--- src/inc/dtc_defs.svh ---
// Purpose: register offsets, field positions, reset values and divider counts
// Assumes: byte-wide register port, one system clock
// Notes: definitions only
`ifndef DTC_DEFS_SVH
`define DTC_DEFS_SVH

// Register offsets
`define DTC_ADR_CTRL 8'h88
`define DTC_ADR_MODE 8'h89
`define DTC_ADR_A_LO 8'h8A
`define DTC_ADR_B_LO 8'h8B
`define DTC_ADR_A_HI 8'h8C
`define DTC_ADR_B_HI 8'h8D
`define DTC_ADR_CKSEL 8'h8E
`define DTC_ADR_IRQEN 8'h90
`define DTC_ADR_POL 8'h91

// Reset values
`define DTC_RST_BYTE 8'h00

// timer_control_status fields
`define DTC_CTRL_TF_B 7
`define DTC_CTRL_TR_B 6
`define DTC_CTRL_TF_A 5
`define DTC_CTRL_TR_A 4

// timer_mode_reg fields
`define DTC_MODE_GATE_B 7
`define DTC_MODE_CT_B 6
`define DTC_MODE_M_B 4
`define DTC_MODE_GATE_A 3
`define DTC_MODE_CT_A 2
`define DTC_MODE_M_A 0

// timer_clock_select fields
`define DTC_CK_D_HI 7
`define DTC_CK_D_LO 6
`define DTC_CK_C_HI 5
`define DTC_CK_C_LO 4
`define DTC_CK_B_SYS 3
`define DTC_CK_A_SYS 2
`define DTC_CK_DIV 0

// interrupt enable and polarity fields
`define DTC_IRQEN_A 0
`define DTC_IRQEN_B 1
`define DTC_POL_A 0
`define DTC_POL_B 1

// Divider counts, in system clock cycles; the external one in oscillator rising edges
`define DTC_DIV_12 12
`define DTC_DIV_4 4
`define DTC_DIV_48 48
`define DTC_DIV_EXT 8

`endif

--- src/inc/dtc_pkg.sv ---
// Purpose: types shared by the dual timer block
// Assumes: offsets and fields come from dtc_defs.svh
// Notes: types only
package dtc_pkg;

  // Timer operating modes, in field code order
  typedef enum logic [1:0] {
    DTC_M13,
    DTC_M16,
    DTC_M8R,
    DTC_MSPLIT
  } dtc_mode_t;

  // Prescaler choices, in field code order
  typedef enum logic [1:0] {
    DTC_DIV_BY12,
    DTC_DIV_BY4,
    DTC_DIV_BY48,
    DTC_DIV_EXTOSC
  } dtc_div_t;

  // Register port request
  typedef struct packed {
    logic [7:0] addr;
    logic [7:0] wdata;
    logic wr;
    logic rd;
  } dtc_bus_req_t;

  // One timer's byte pair
  typedef struct packed {
    logic [7:0] hi;
    logic [7:0] lo;
  } dtc_cnt_t;

  // Count after one tick, with overflow
  typedef struct packed {
    dtc_cnt_t cnt;
    logic ovf;
  } dtc_step_t;

endpackage

--- src/hw/dtc_timer.sv ---
// Purpose: two 8051-style counter/timers with shared clock control
// Assumes: inputs synchronous to sys_clk_in; register read data one cycle late
// Notes: timer_c/timer_d only get their tick enables from here
//
// The plain strobed port was decided locally.
`timescale 1ns/10ps
`include "dtc_defs.svh"

module dtc_timer #(
  parameter int PRESC_W = 6,
  parameter int EXT_W = 3
) (
  input wire logic sys_clk_in,
  input wire logic rst_in,
  input wire dtc_pkg::dtc_bus_req_t bus_in,
  input wire logic timer_a_count_pin_in,
  input wire logic timer_b_count_pin_in,
  input wire logic ext_irq_a_line_in,
  input wire logic ext_irq_b_line_in,
  input wire logic ext_osc_in,
  input wire logic timer_a_vector_ack_in,
  input wire logic timer_b_vector_ack_in,
  input wire logic timer_c_ext_tick_in,
  input wire logic timer_c_split_in,
  input wire logic timer_d_ext_tick_in,
  input wire logic timer_d_split_in,
  output logic [7:0] rdata_out,
  output logic timer_a_irq_out,
  output logic timer_b_irq_out,
  output logic timer_a_overflow_out,
  output logic timer_b_overflow_out,
  output logic timer_c_low_tick_out,
  output logic timer_c_high_tick_out,
  output logic timer_d_low_tick_out,
  output logic timer_d_high_tick_out
);
  import dtc_pkg::*;

  // Refuse widths that cannot hold the largest divider count or that do not give exactly the /8 phase
  if ((1 << PRESC_W) < `DTC_DIV_48 || (1 << EXT_W) != `DTC_DIV_EXT) begin : g_width_chk
    $error("PRESC_W or EXT_W cannot serve the divider counts");
  end

  localparam logic [PRESC_W-1:0] LIM_12 = PRESC_W'(`DTC_DIV_12 - 1);
  localparam logic [PRESC_W-1:0] LIM_4 = PRESC_W'(`DTC_DIV_4 - 1);
  localparam logic [PRESC_W-1:0] LIM_48 = PRESC_W'(`DTC_DIV_48 - 1);

  // One tick of a timer in the given mode
  function automatic dtc_step_t dtc_step(input dtc_mode_t m, input dtc_cnt_t c);
    dtc_step_t r;
    logic [12:0] s13;
    logic [15:0] s16;
    r = '{cnt: c, ovf: 1'b0};
    s13 = 13'({c.hi, c.lo[4:0]} + 13'h0001);
    s16 = 16'(c + 16'h0001);
    unique case (m)
      DTC_M13: begin
        // Upper three low-byte bits are left as they are
        r.cnt.hi = s13[12:5];
        r.cnt.lo = {c.lo[7:5], s13[4:0]};
        r.ovf = &{c.hi, c.lo[4:0]};
      end
      DTC_M16: begin
        r.cnt = s16;
        r.ovf = &c;
      end
      DTC_M8R: begin
        // High byte is the reload value and never changes
        r.cnt.lo = (&c.lo) ? c.hi : 8'(c.lo + 8'h01);
        r.ovf = &c.lo;
      end
      DTC_MSPLIT: begin
        r.cnt.lo = 8'(c.lo + 8'h01);
        r.ovf = &c.lo;
      end
    endcase
    return r;
  endfunction

  // Registers
  logic [7:0] ctrl;
  logic [7:0] mode;
  logic [7:0] cksel;
  logic [1:0] irq_en;
  logic [1:0] pol;
  dtc_cnt_t cnt_a;
  dtc_cnt_t cnt_b;
  dtc_cnt_t next_cnt_a;
  dtc_cnt_t next_cnt_b;

  // Field views
  dtc_mode_t mode_a;
  dtc_mode_t mode_b;
  dtc_div_t div_sel;
  logic run_a;
  logic run_b;
  logic gate_a;
  logic gate_b;
  logic ct_a;
  logic ct_b;

  assign mode_a = dtc_mode_t'(mode[`DTC_MODE_M_A +: 2]);
  assign mode_b = dtc_mode_t'(mode[`DTC_MODE_M_B +: 2]);
  assign div_sel = dtc_div_t'(cksel[`DTC_CK_DIV +: 2]);
  assign run_a = ctrl[`DTC_CTRL_TR_A];
  assign run_b = ctrl[`DTC_CTRL_TR_B];
  assign gate_a = mode[`DTC_MODE_GATE_A];
  assign gate_b = mode[`DTC_MODE_GATE_B];
  assign ct_a = mode[`DTC_MODE_CT_A];
  assign ct_b = mode[`DTC_MODE_CT_B];

  // Write strobes per register
  logic wr_ctrl;
  logic wr_mode;
  logic wr_a_lo;
  logic wr_a_hi;
  logic wr_b_lo;
  logic wr_b_hi;
  assign wr_ctrl = bus_in.wr && bus_in.addr == `DTC_ADR_CTRL;
  assign wr_mode = bus_in.wr && bus_in.addr == `DTC_ADR_MODE;
  assign wr_a_lo = bus_in.wr && bus_in.addr == `DTC_ADR_A_LO;
  assign wr_a_hi = bus_in.wr && bus_in.addr == `DTC_ADR_A_HI;
  assign wr_b_lo = bus_in.wr && bus_in.addr == `DTC_ADR_B_LO;
  assign wr_b_hi = bus_in.wr && bus_in.addr == `DTC_ADR_B_HI;

  // Configuration registers
  always_ff @(posedge sys_clk_in) begin
    if (rst_in) begin
      mode <= `DTC_RST_BYTE;
      cksel <= `DTC_RST_BYTE;
      irq_en <= 2'h0;
      pol <= 2'h0;
    end else if (bus_in.wr) begin
      if (wr_mode) begin
        mode <= bus_in.wdata;
      end
      if (bus_in.addr == `DTC_ADR_CKSEL) begin
        cksel <= bus_in.wdata;
      end
      if (bus_in.addr == `DTC_ADR_IRQEN) begin
        irq_en <= bus_in.wdata[1:0];
      end
      if (bus_in.addr == `DTC_ADR_POL) begin
        pol <= bus_in.wdata[1:0];
      end
    end
  end

  // External oscillator: two-flop synchroniser, then edge and divide
  logic osc_s1;
  logic osc_s2;
  logic osc_s3;
  logic [EXT_W-1:0] osc_cnt;
  logic osc_tick;
  always_ff @(posedge sys_clk_in) begin
    if (rst_in) begin
      osc_s1 <= 1'b0;
      osc_s2 <= 1'b0;
      osc_s3 <= 1'b0;
      osc_cnt <= '0;
    end else begin
      osc_s1 <= ext_osc_in;
      osc_s2 <= osc_s1;
      osc_s3 <= osc_s2;
      if (osc_s2 && !osc_s3) begin
        osc_cnt <= EXT_W'(osc_cnt + 1'b1);
      end
    end
  end
  assign osc_tick = osc_s2 && !osc_s3 && (&osc_cnt);

  // System clock prescaler; restarts its count when the limit drops below it
  logic [PRESC_W-1:0] presc_cnt;
  logic [PRESC_W-1:0] presc_lim;
  logic presc_tick;
  always_comb begin
    unique case (div_sel)
      DTC_DIV_BY12: presc_lim = LIM_12;
      DTC_DIV_BY4: presc_lim = LIM_4;
      DTC_DIV_BY48: presc_lim = LIM_48;
      DTC_DIV_EXTOSC: presc_lim = LIM_48;
    endcase
  end
  always_ff @(posedge sys_clk_in) begin
    if (rst_in) begin
      presc_cnt <= '0;
    end else if (presc_cnt >= presc_lim) begin
      presc_cnt <= '0;
    end else begin
      presc_cnt <= PRESC_W'(presc_cnt + 1'b1);
    end
  end
  assign presc_tick = (div_sel == DTC_DIV_EXTOSC) ? osc_tick : (presc_cnt == presc_lim);

  // Count pins: previous sample for falling-edge detection
  logic pin_a_q;
  logic pin_b_q;
  always_ff @(posedge sys_clk_in) begin
    if (rst_in) begin
      pin_a_q <= 1'b1;
      pin_b_q <= 1'b1;
    end else begin
      pin_a_q <= timer_a_count_pin_in;
      pin_b_q <= timer_b_count_pin_in;
    end
  end

  // Slow event sources are assumed; a level shorter than a cycle is missed
  logic fall_a;
  logic fall_b;
  assign fall_a = pin_a_q && !timer_a_count_pin_in;
  assign fall_b = pin_b_q && !timer_b_count_pin_in;

  // Timer clocks and enables
  logic clk_a;
  logic clk_b;
  logic tclk_a;
  logic tclk_b;
  logic en_a;
  logic en_b;
  logic split;
  assign split = (mode_a == DTC_MSPLIT);
  assign tclk_a = cksel[`DTC_CK_A_SYS] ? 1'b1 : presc_tick;
  assign tclk_b = cksel[`DTC_CK_B_SYS] ? 1'b1 : presc_tick;
  assign clk_a = ct_a ? fall_a : tclk_a;
  assign clk_b = ct_b ? fall_b : tclk_b;
  assign en_a = run_a && (!gate_a || ext_irq_a_line_in == pol[`DTC_POL_A]);
  assign en_b = run_b && (!gate_b || ext_irq_b_line_in == pol[`DTC_POL_B]);

  // Tick qualifiers per counter
  logic tick_a;
  logic tick_ahi;
  logic tick_b;
  assign tick_a = en_a && clk_a;
  assign tick_ahi = split && run_b && tclk_a;
  // In split mode timer_b ignores run, gate and its pin; mode 3 stops it
  assign tick_b = (mode_b != DTC_MSPLIT) && (split ? tclk_b : (en_b && clk_b));

  dtc_step_t step_a;
  dtc_step_t step_b;
  assign step_a = dtc_step(mode_a, cnt_a);
  assign step_b = dtc_step(mode_b, cnt_b);

  // Overflow events
  logic ovf_a;
  logic ovf_ahi;
  logic ovf_b;
  assign ovf_a = tick_a && step_a.ovf;
  assign ovf_ahi = tick_ahi && (&cnt_a.hi);
  assign ovf_b = tick_b && step_b.ovf;

  // Next counts; a software byte write beats a same-cycle tick on that byte
  always_comb begin
    next_cnt_a = cnt_a;
    next_cnt_b = cnt_b;
    if (tick_a) begin
      next_cnt_a = step_a.cnt;
    end
    if (tick_ahi) begin
      next_cnt_a.hi = 8'(cnt_a.hi + 8'h01);
    end
    if (tick_b) begin
      next_cnt_b = step_b.cnt;
    end
    if (wr_a_lo) begin
      next_cnt_a.lo = bus_in.wdata;
    end
    if (wr_a_hi) begin
      next_cnt_a.hi = bus_in.wdata;
    end
    if (wr_b_lo) begin
      next_cnt_b.lo = bus_in.wdata;
    end
    if (wr_b_hi) begin
      next_cnt_b.hi = bus_in.wdata;
    end
  end

  // Count registers; bus writes and the mode 2 reload load them, the run bit never does
  always_ff @(posedge sys_clk_in) begin
    if (rst_in) begin
      cnt_a <= '0;
      cnt_b <= '0;
    end else begin
      cnt_a <= next_cnt_a;
      cnt_b <= next_cnt_b;
    end
  end

  // Flag set sources
  logic set_tf_a;
  logic set_tf_b;
  assign set_tf_a = ovf_a;
  assign set_tf_b = split ? ovf_ahi : ovf_b;

  // Control/status register; hardware set beats software or vector clear
  always_ff @(posedge sys_clk_in) begin
    if (rst_in) begin
      ctrl <= `DTC_RST_BYTE;
    end else begin
      if (wr_ctrl) begin
        ctrl <= bus_in.wdata;
      end
      if (timer_a_vector_ack_in) begin
        ctrl[`DTC_CTRL_TF_A] <= 1'b0;
      end
      if (timer_b_vector_ack_in) begin
        ctrl[`DTC_CTRL_TF_B] <= 1'b0;
      end
      if (set_tf_a) begin
        ctrl[`DTC_CTRL_TF_A] <= 1'b1;
      end
      if (set_tf_b) begin
        ctrl[`DTC_CTRL_TF_B] <= 1'b1;
      end
    end
  end

  // Flag values as they will stand after this edge
  logic next_tf_a;
  logic next_tf_b;
  assign next_tf_a = set_tf_a || (!timer_a_vector_ack_in &&
    (wr_ctrl ? bus_in.wdata[`DTC_CTRL_TF_A] : ctrl[`DTC_CTRL_TF_A]));
  assign next_tf_b = set_tf_b || (!timer_b_vector_ack_in &&
    (wr_ctrl ? bus_in.wdata[`DTC_CTRL_TF_B] : ctrl[`DTC_CTRL_TF_B]));

  // Interrupt requests and overflow pulses, registered
  always_ff @(posedge sys_clk_in) begin
    if (rst_in) begin
      timer_a_irq_out <= 1'b0;
      timer_b_irq_out <= 1'b0;
      timer_a_overflow_out <= 1'b0;
      timer_b_overflow_out <= 1'b0;
    end else begin
      timer_a_irq_out <= next_tf_a && irq_en[`DTC_IRQEN_A];
      timer_b_irq_out <= next_tf_b && irq_en[`DTC_IRQEN_B];
      timer_a_overflow_out <= ovf_a;
      timer_b_overflow_out <= ovf_b;
    end
  end

  // Tick enables for timer_c and timer_d, one cycle late
  always_ff @(posedge sys_clk_in) begin
    if (rst_in) begin
      timer_c_low_tick_out <= 1'b0;
      timer_c_high_tick_out <= 1'b0;
      timer_d_low_tick_out <= 1'b0;
      timer_d_high_tick_out <= 1'b0;
    end else begin
      timer_c_low_tick_out <= cksel[`DTC_CK_C_LO] || timer_c_ext_tick_in;
      timer_c_high_tick_out <= timer_c_split_in &&
        (cksel[`DTC_CK_C_HI] || timer_c_ext_tick_in);
      timer_d_low_tick_out <= cksel[`DTC_CK_D_LO] || timer_d_ext_tick_in;
      timer_d_high_tick_out <= timer_d_split_in &&
        (cksel[`DTC_CK_D_HI] || timer_d_ext_tick_in);
    end
  end

  // Read data, valid the cycle after the strobe only; unmapped reads zero
  always_ff @(posedge sys_clk_in) begin
    if (rst_in) begin
      rdata_out <= 8'h00;
    end else if (!bus_in.rd) begin
      rdata_out <= 8'h00;
    end else begin
      unique case (bus_in.addr)
        `DTC_ADR_CTRL: rdata_out <= ctrl;
        `DTC_ADR_MODE: rdata_out <= mode;
        `DTC_ADR_A_LO: rdata_out <= cnt_a.lo;
        `DTC_ADR_B_LO: rdata_out <= cnt_b.lo;
        `DTC_ADR_A_HI: rdata_out <= cnt_a.hi;
        `DTC_ADR_B_HI: rdata_out <= cnt_b.hi;
        `DTC_ADR_CKSEL: rdata_out <= cksel;
        `DTC_ADR_IRQEN: rdata_out <= {6'h00, irq_en};
        `DTC_ADR_POL: rdata_out <= {6'h00, pol};
        default: rdata_out <= 8'h00;
      endcase
    end
  end
endmodule

--- config.mk ---
export PLATFORM = sky130hd
export DESIGN_NAME = dtc_timer
export DESIGN_NICKNAME = d
export VERILOG_FILES = /design/src/inc/dtc_pkg.sv /design/src/hw/dtc_timer.sv
export VERILOG_INCLUDE_DIRS = /design/src /design/src/inc
export SDC_FILE = /design/constraint.sdc
export NUM_CORES = 1
export LEC_CHECK = 0
export BUFFER_PORTS_ARGS = -buffer_cell sky130_fd_sc_hd__buf_2
export CAP_MARGIN = 15
export CORE_MARGIN = 5
export CORE_UTILIZATION = 55
export DETAILED_ROUTE_END_ITERATION = 16
export HOLD_SLACK_MARGIN = 0.06
export PLACE_DENSITY = 0.85
export SYNTH_ARGS = -nofsm -noshare
export SYNTH_HDL_FRONTEND = slang
export SYNTH_SLANG_ARGS = --single-unit
--- constraint.sdc ---
create_clock -name sys_clk_in -period 2.8 [get_ports sys_clk_in]
set_input_delay 0.14 -clock sys_clk_in [delete_from_list [all_inputs] [get_ports sys_clk_in]]
set_output_delay 0.14 -clock sys_clk_in [all_outputs]
set_load 0.03 [all_outputs]
==> run_summary.xml <==
<?xml version="1.0" encoding="UTF-8"?>
<metrics>
  <group name="floorplan">
    <metric name="start_util" unit="%">56.1</metric>
    <metric name="boundaryPins" unit="">47</metric>
    <metric name="rows" unit="">34</metric>
    <metric name="fp.dieW" unit="um">104</metric>
    <metric name="die_y" unit="um">104</metric>
    <metric name="fp.coreArea" unit="sq um">8680</metric>
    <metric name="die_outline_area" unit="sq um">10800</metric>
  </group>
  <group name="route">
    <metric name="number_of_vias_in_the_routed_layout" unit="">4580</metric>
    <metric name="dr.first_iter.drc_count" unit="">578</metric>
    <metric name="detailedRoute.firstPassIterationCount" unit="">8</metric>
    <metric name="routed_wl" unit="um">14400</metric>
    <metric name="antenna_left" unit="">0</metric>
    <metric name="post_drt_wl_per_cell" unit="um">20.3</metric>
    <metric name="drt_drc_violations_left" unit="">0</metric>
    <metric name="route.detailed.vias_per_inst" unit="">6.43</metric>
  </group>
  <group name="synth">
    <metric name="synthFlopType" unit="">dfxtp_1</metric>
    <metric name="synth-edff-count" unit="">0</metric>
    <metric name="ys_async_sr_fraction" unit="%">0</metric>
    <metric name="synth-seq-cells" unit="">90</metric>
    <metric name="synth.distinct_cells" unit="">66</metric>
    <metric name="mappedNetlistNets" unit="">601</metric>
    <metric name="synth_top_area_cell" unit="">dfxtp_1</metric>
    <metric name="postSynthAreaPerCell" unit="sq um">8.68</metric>
    <metric name="post_synth_main_area_contributors" unit="">dfxtp_1, nor2_1, mux2i_1</metric>
    <metric name="syn-cell-area" unit="sq um">4870</metric>
    <metric name="synth_sequential_area_ratio" unit="%">37.0</metric>
    <metric name="syn_inst" unit="">561</metric>
    <metric name="synth_warnings" unit="">0</metric>
    <metric name="synth_largest_type_area_fraction" unit="%">37.0</metric>
  </group>
  <group name="clock_tree">
    <metric name="cts_tree" unit="">built</metric>
    <metric name="cts_setup_buffers" unit="">0</metric>
    <metric name="cts.clk_slew.worst_paths" unit="ns">0.10</metric>
    <metric name="ctsHtreeMaxLevel" unit="">3</metric>
    <metric name="ctsRootBufferMaster" unit="">clkbuf_8</metric>
    <metric name="clock_insertion_delay_worst_skew" unit="ns">0.37</metric>
    <metric name="max-clock-path-buffers" unit="">2</metric>
    <metric name="cts_buffers" unit="">9</metric>
    <metric name="clkSinkCount" unit="">90</metric>
  </group>
  <group name="min_path">
    <metric name="timing.hold.worst_path_depth" unit="">3</metric>
    <metric name="timing.hold.worst.start" unit="">bus_in[4]</metric>
    <metric name="worstHoldPathType" unit="">in -&gt; reg</metric>
    <metric name="min_to" unit="">cksel[2]</metric>
  </group>
  <group name="sta">
    <metric name="finalSetupTns" unit="ns">0</metric>
    <metric name="timing.final.max_slew_violations" unit="">0</metric>
    <metric name="finalWorstSetupSlack" unit="ns">0.117</metric>
    <metric name="worst-slew-pin-transition" unit="ns">0.722</metric>
    <metric name="unrepaired_setup_endpoints_after_global_routing" unit="">no</metric>
    <metric name="finalWorstPathRequiredPeriod" unit="ns">2.68</metric>
    <metric name="slew-limit-headroom" unit="%">51.5</metric>
    <metric name="clock-skew-final" unit="ns">0.0142</metric>
    <metric name="setup_violations" unit="">0</metric>
    <metric name="post_route_clock_period_utilization" unit="%">95.8</metric>
    <metric name="max_freq" unit="MHz">373</metric>
    <metric name="report.final.hold_viol_count" unit="">0</metric>
  </group>
  <group name="setup_path">
    <metric name="timing.reg2reg.worst_path_depth" unit="">9</metric>
    <metric name="timing.reg2reg.setup_slack" unit="ns">0.12</metric>
    <metric name="regToRegStartpoint" unit="">cksel[1]</metric>
    <metric name="worst-endpoint-arrival" unit="ns">3.00</metric>
    <metric name="worstPathMaxFanout" unit="">10</metric>
    <metric name="critPathKind" unit="">reg -&gt; reg</metric>
    <metric name="start_kind" unit="">flip-flop</metric>
    <metric name="worst-endpoint-required" unit="ns">3.12</metric>
    <metric name="critical_path.reg2reg.endpoint" unit="">timer_b_irq_out</metric>
    <metric name="worstSetupEndpointType" unit="">flip-flop</metric>
  </group>
  <group name="power_and_ir_drop">
    <metric name="power" unit="mW">2.28</metric>
    <metric name="ir_drop" unit="V">0.000227</metric>
    <metric name="combPwrFrac" unit="%">6.6</metric>
    <metric name="power_switching_share" unit="%">26.6</metric>
    <metric name="switching_pwr" unit="uW">605</metric>
    <metric name="power.density" unit="nW/um^2">422</metric>
    <metric name="power.share.clock" unit="%">36.4</metric>
    <metric name="power_report.internal_total" unit="mW">1.67</metric>
    <metric name="power.sequential.fraction" unit="%">57.1</metric>
    <metric name="p_leak" unit="nW">2.04</metric>
  </group>
  <group name="grt">
    <metric name="wire_length_of_the_first_global_routing_pass" unit="um">23100</metric>
    <metric name="globalRoute.totalOverflow" unit="">0</metric>
    <metric name="grt_antenna_before_repair" unit="">0</metric>
    <metric name="grt_start_max_net_pins" unit="">61</metric>
    <metric name="groute.usage.overall" unit="%">26.3</metric>
    <metric name="gr-max-usage-layer" unit="">met2</metric>
    <metric name="grtUsageMet1" unit="%">35.5</metric>
    <metric name="use_met2" unit="%">40.2</metric>
    <metric name="grt_use_met3" unit="%">5.71</metric>
    <metric name="grt_pass1_vias" unit="">4389</metric>
  </group>
  <group name="cells_and_area">
    <metric name="number_of_fillers_in_the_final_layout" unit="">766</metric>
    <metric name="antenna_cells" unit="">0</metric>
    <metric name="syn2layout_area_growth" unit="%">10.7</metric>
    <metric name="layout.cells.most_common_list" unit="">dfxtp_1, nor2_1, nand2_1</metric>
    <metric name="nets" unit="">640</metric>
    <metric name="final_layout_size_suffix_gt1_share" unit="%">17.7</metric>
    <metric name="layout_commonest_cell" unit="">dfxtp_1</metric>
  </group>
  <group name="place">
    <metric name="post-place-ws" unit="ns">0.103</metric>
    <metric name="placement.io_buffers" unit="">46</metric>
    <metric name="final_weighted_congestion_of_routability_driven_global_placement" unit="">1.05</metric>
    <metric name="post-dp-hpwl" unit="um">10300</metric>
  </group>
  <group name="flow_run">
    <metric name="maxCapViolCount" unit="">0</metric>
  </group>
  <group name="outcome">
    <metric name="outcome" unit="">finished, final reports clean</metric>
  </group>
</metrics>
==> worst max path at each step <==
stage	from	endpoint	slack, ns	depth (start not counted)
6_report	cksel[1]	timer_b_irq_out	0.12	9
5_1_grt	cksel[1]	timer_b_irq_out	0.03	9
4_1_cts	cksel[1]	cnt_a[5]	0.06	9
3_5_place_dp	cksel[1]	cnt_a[6]	0.10	9
3_3_place_gp	cksel[1]	cnt_a[5]	0.28	9
2_1_floorplan	cksel[1]	timer_b_irq_out	0.56	10
==> through the flow <==
stage / instances / util (%) / hold slack, ns / cell area (sq um)
floorplan: 561 / - / 0.247 / 4870
global placement: 690 / 59.3 / 0.338 / 5140
detailed placement: 690 / 59.3 / 0.345 / 5140
CTS: 712 / 62.1 / 0.121 / 5390
global route: 712 / 62.1 / 0.124 / 5390
finish: 712 / 62.1 / 0.136 / 5390
==> metal layers <==
layer | routed length (um) | up-vias | part of all wire (%)
li1 | - | 2106 | -
met1 | 5800 | 2131 | 40
met2 | 6420 | 285 | 44
met3 | 1520 | 58 | 11
met4 | 705 | 0 | 4.9
met5 | 0 | - | 0
==> power groups by stage <==
stage / Clock [mW] / Combinational (mW) / Sequential [mW]
2_1_floorplan: 0 / 0.0754 / 1.33
3_3_place_gp: 0 / 0.135 / 1.33
3_5_place_dp: 0 / 0.138 / 1.33
4_1_cts: 0.830 / 0.146 / 1.30
5_1_grt: 0.877 / 0.160 / 1.30
6_report: 0.828 / 0.149 / 1.30
==> Yosys cell counts, types with 2 or more instances <==
library cell and number:
nor2b_1 8, a21o_1 2, xnor2_1 17, mux2_2 11, nand2_1 60, and3_1 11
a211o_1 3, a311oi_1 3, nor3b_1 2, o211a_1 3, o31ai_1 3, nor3_2 3
xor2_1 12, o22ai_1 11, a22oi_1 7, clkbuf_1 14, a211oi_1 17, dfxtp_1 90
mux4_2 8, and4_1 5, inv_1 10, nand3_1 23, ha_1 9, or2_2 3
a222oi_1 2, a31oi_1 5, o32ai_1 3, nand4_1 5, a21oi_1 40, nor2_1 71
and2_1 4, buf_1 5, mux2i_1 25, or3_1 2, buf_2 10, nor3_1 13
o21ai_0 10, nand2b_1 3
==> what timing repair did <==
item	CTS	global route
gates resized for setup	0	2
hold endpoints to repair	7	0
hold buffers	7	0
setup endpoints to repair	0	3
==> area by class of cell <==
cell class,instances,area (sq um),area share [%]
inverters,10,37.5,0.696
clock inverters,6,48.8,0.905
well taps,108,135,2.51
multi-input cells,430,2900,53.8
repair buffers,59,345,6.41
clock buffers,9,124,2.30
flip-flops and latches,90,1800,33.4
==> critical path, stage by stage (launching register included) <==
cell and delay (ns):
dfxtp_1 0.47, inv_1 0.10, ha_1 0.28, nand2_1 0.09, a2111oi_4 0.48, o32ai_2 0.23
a21o_1 0.34, nor4_4 0.36, a22o_4 0.16, and2_1 0.11
==> cell families (layout without fill, tap and decap cells) <==
family / after synthesis / in the layout / synth area share (%)
xor gates and xnor gates: 29 / 29 / 5.21
muxes: 44 / 44 / 11.4
buffers and inverters: 41 / 84 / 3.65
and+or+nand+nor: 223 / 223 / 22.3
DFF: 90 / 90 / 37.0
AOI/OAI and AO/OA: 125 / 125 / 18.2
adders and majority gates: 9 / 9 / 2.31
==> sequential cells by signal, indices dropped and copies added (netlist names), 2 cells and up <==
signal,count
cksel,8
cnt_a,16
cnt_b,16
ctrl,8
irq_en,2
mode,8
osc_cnt,3
pol,2
presc_cnt,6
rdata_out,8
No activity file was read; power rests on OpenSTA's default activity.
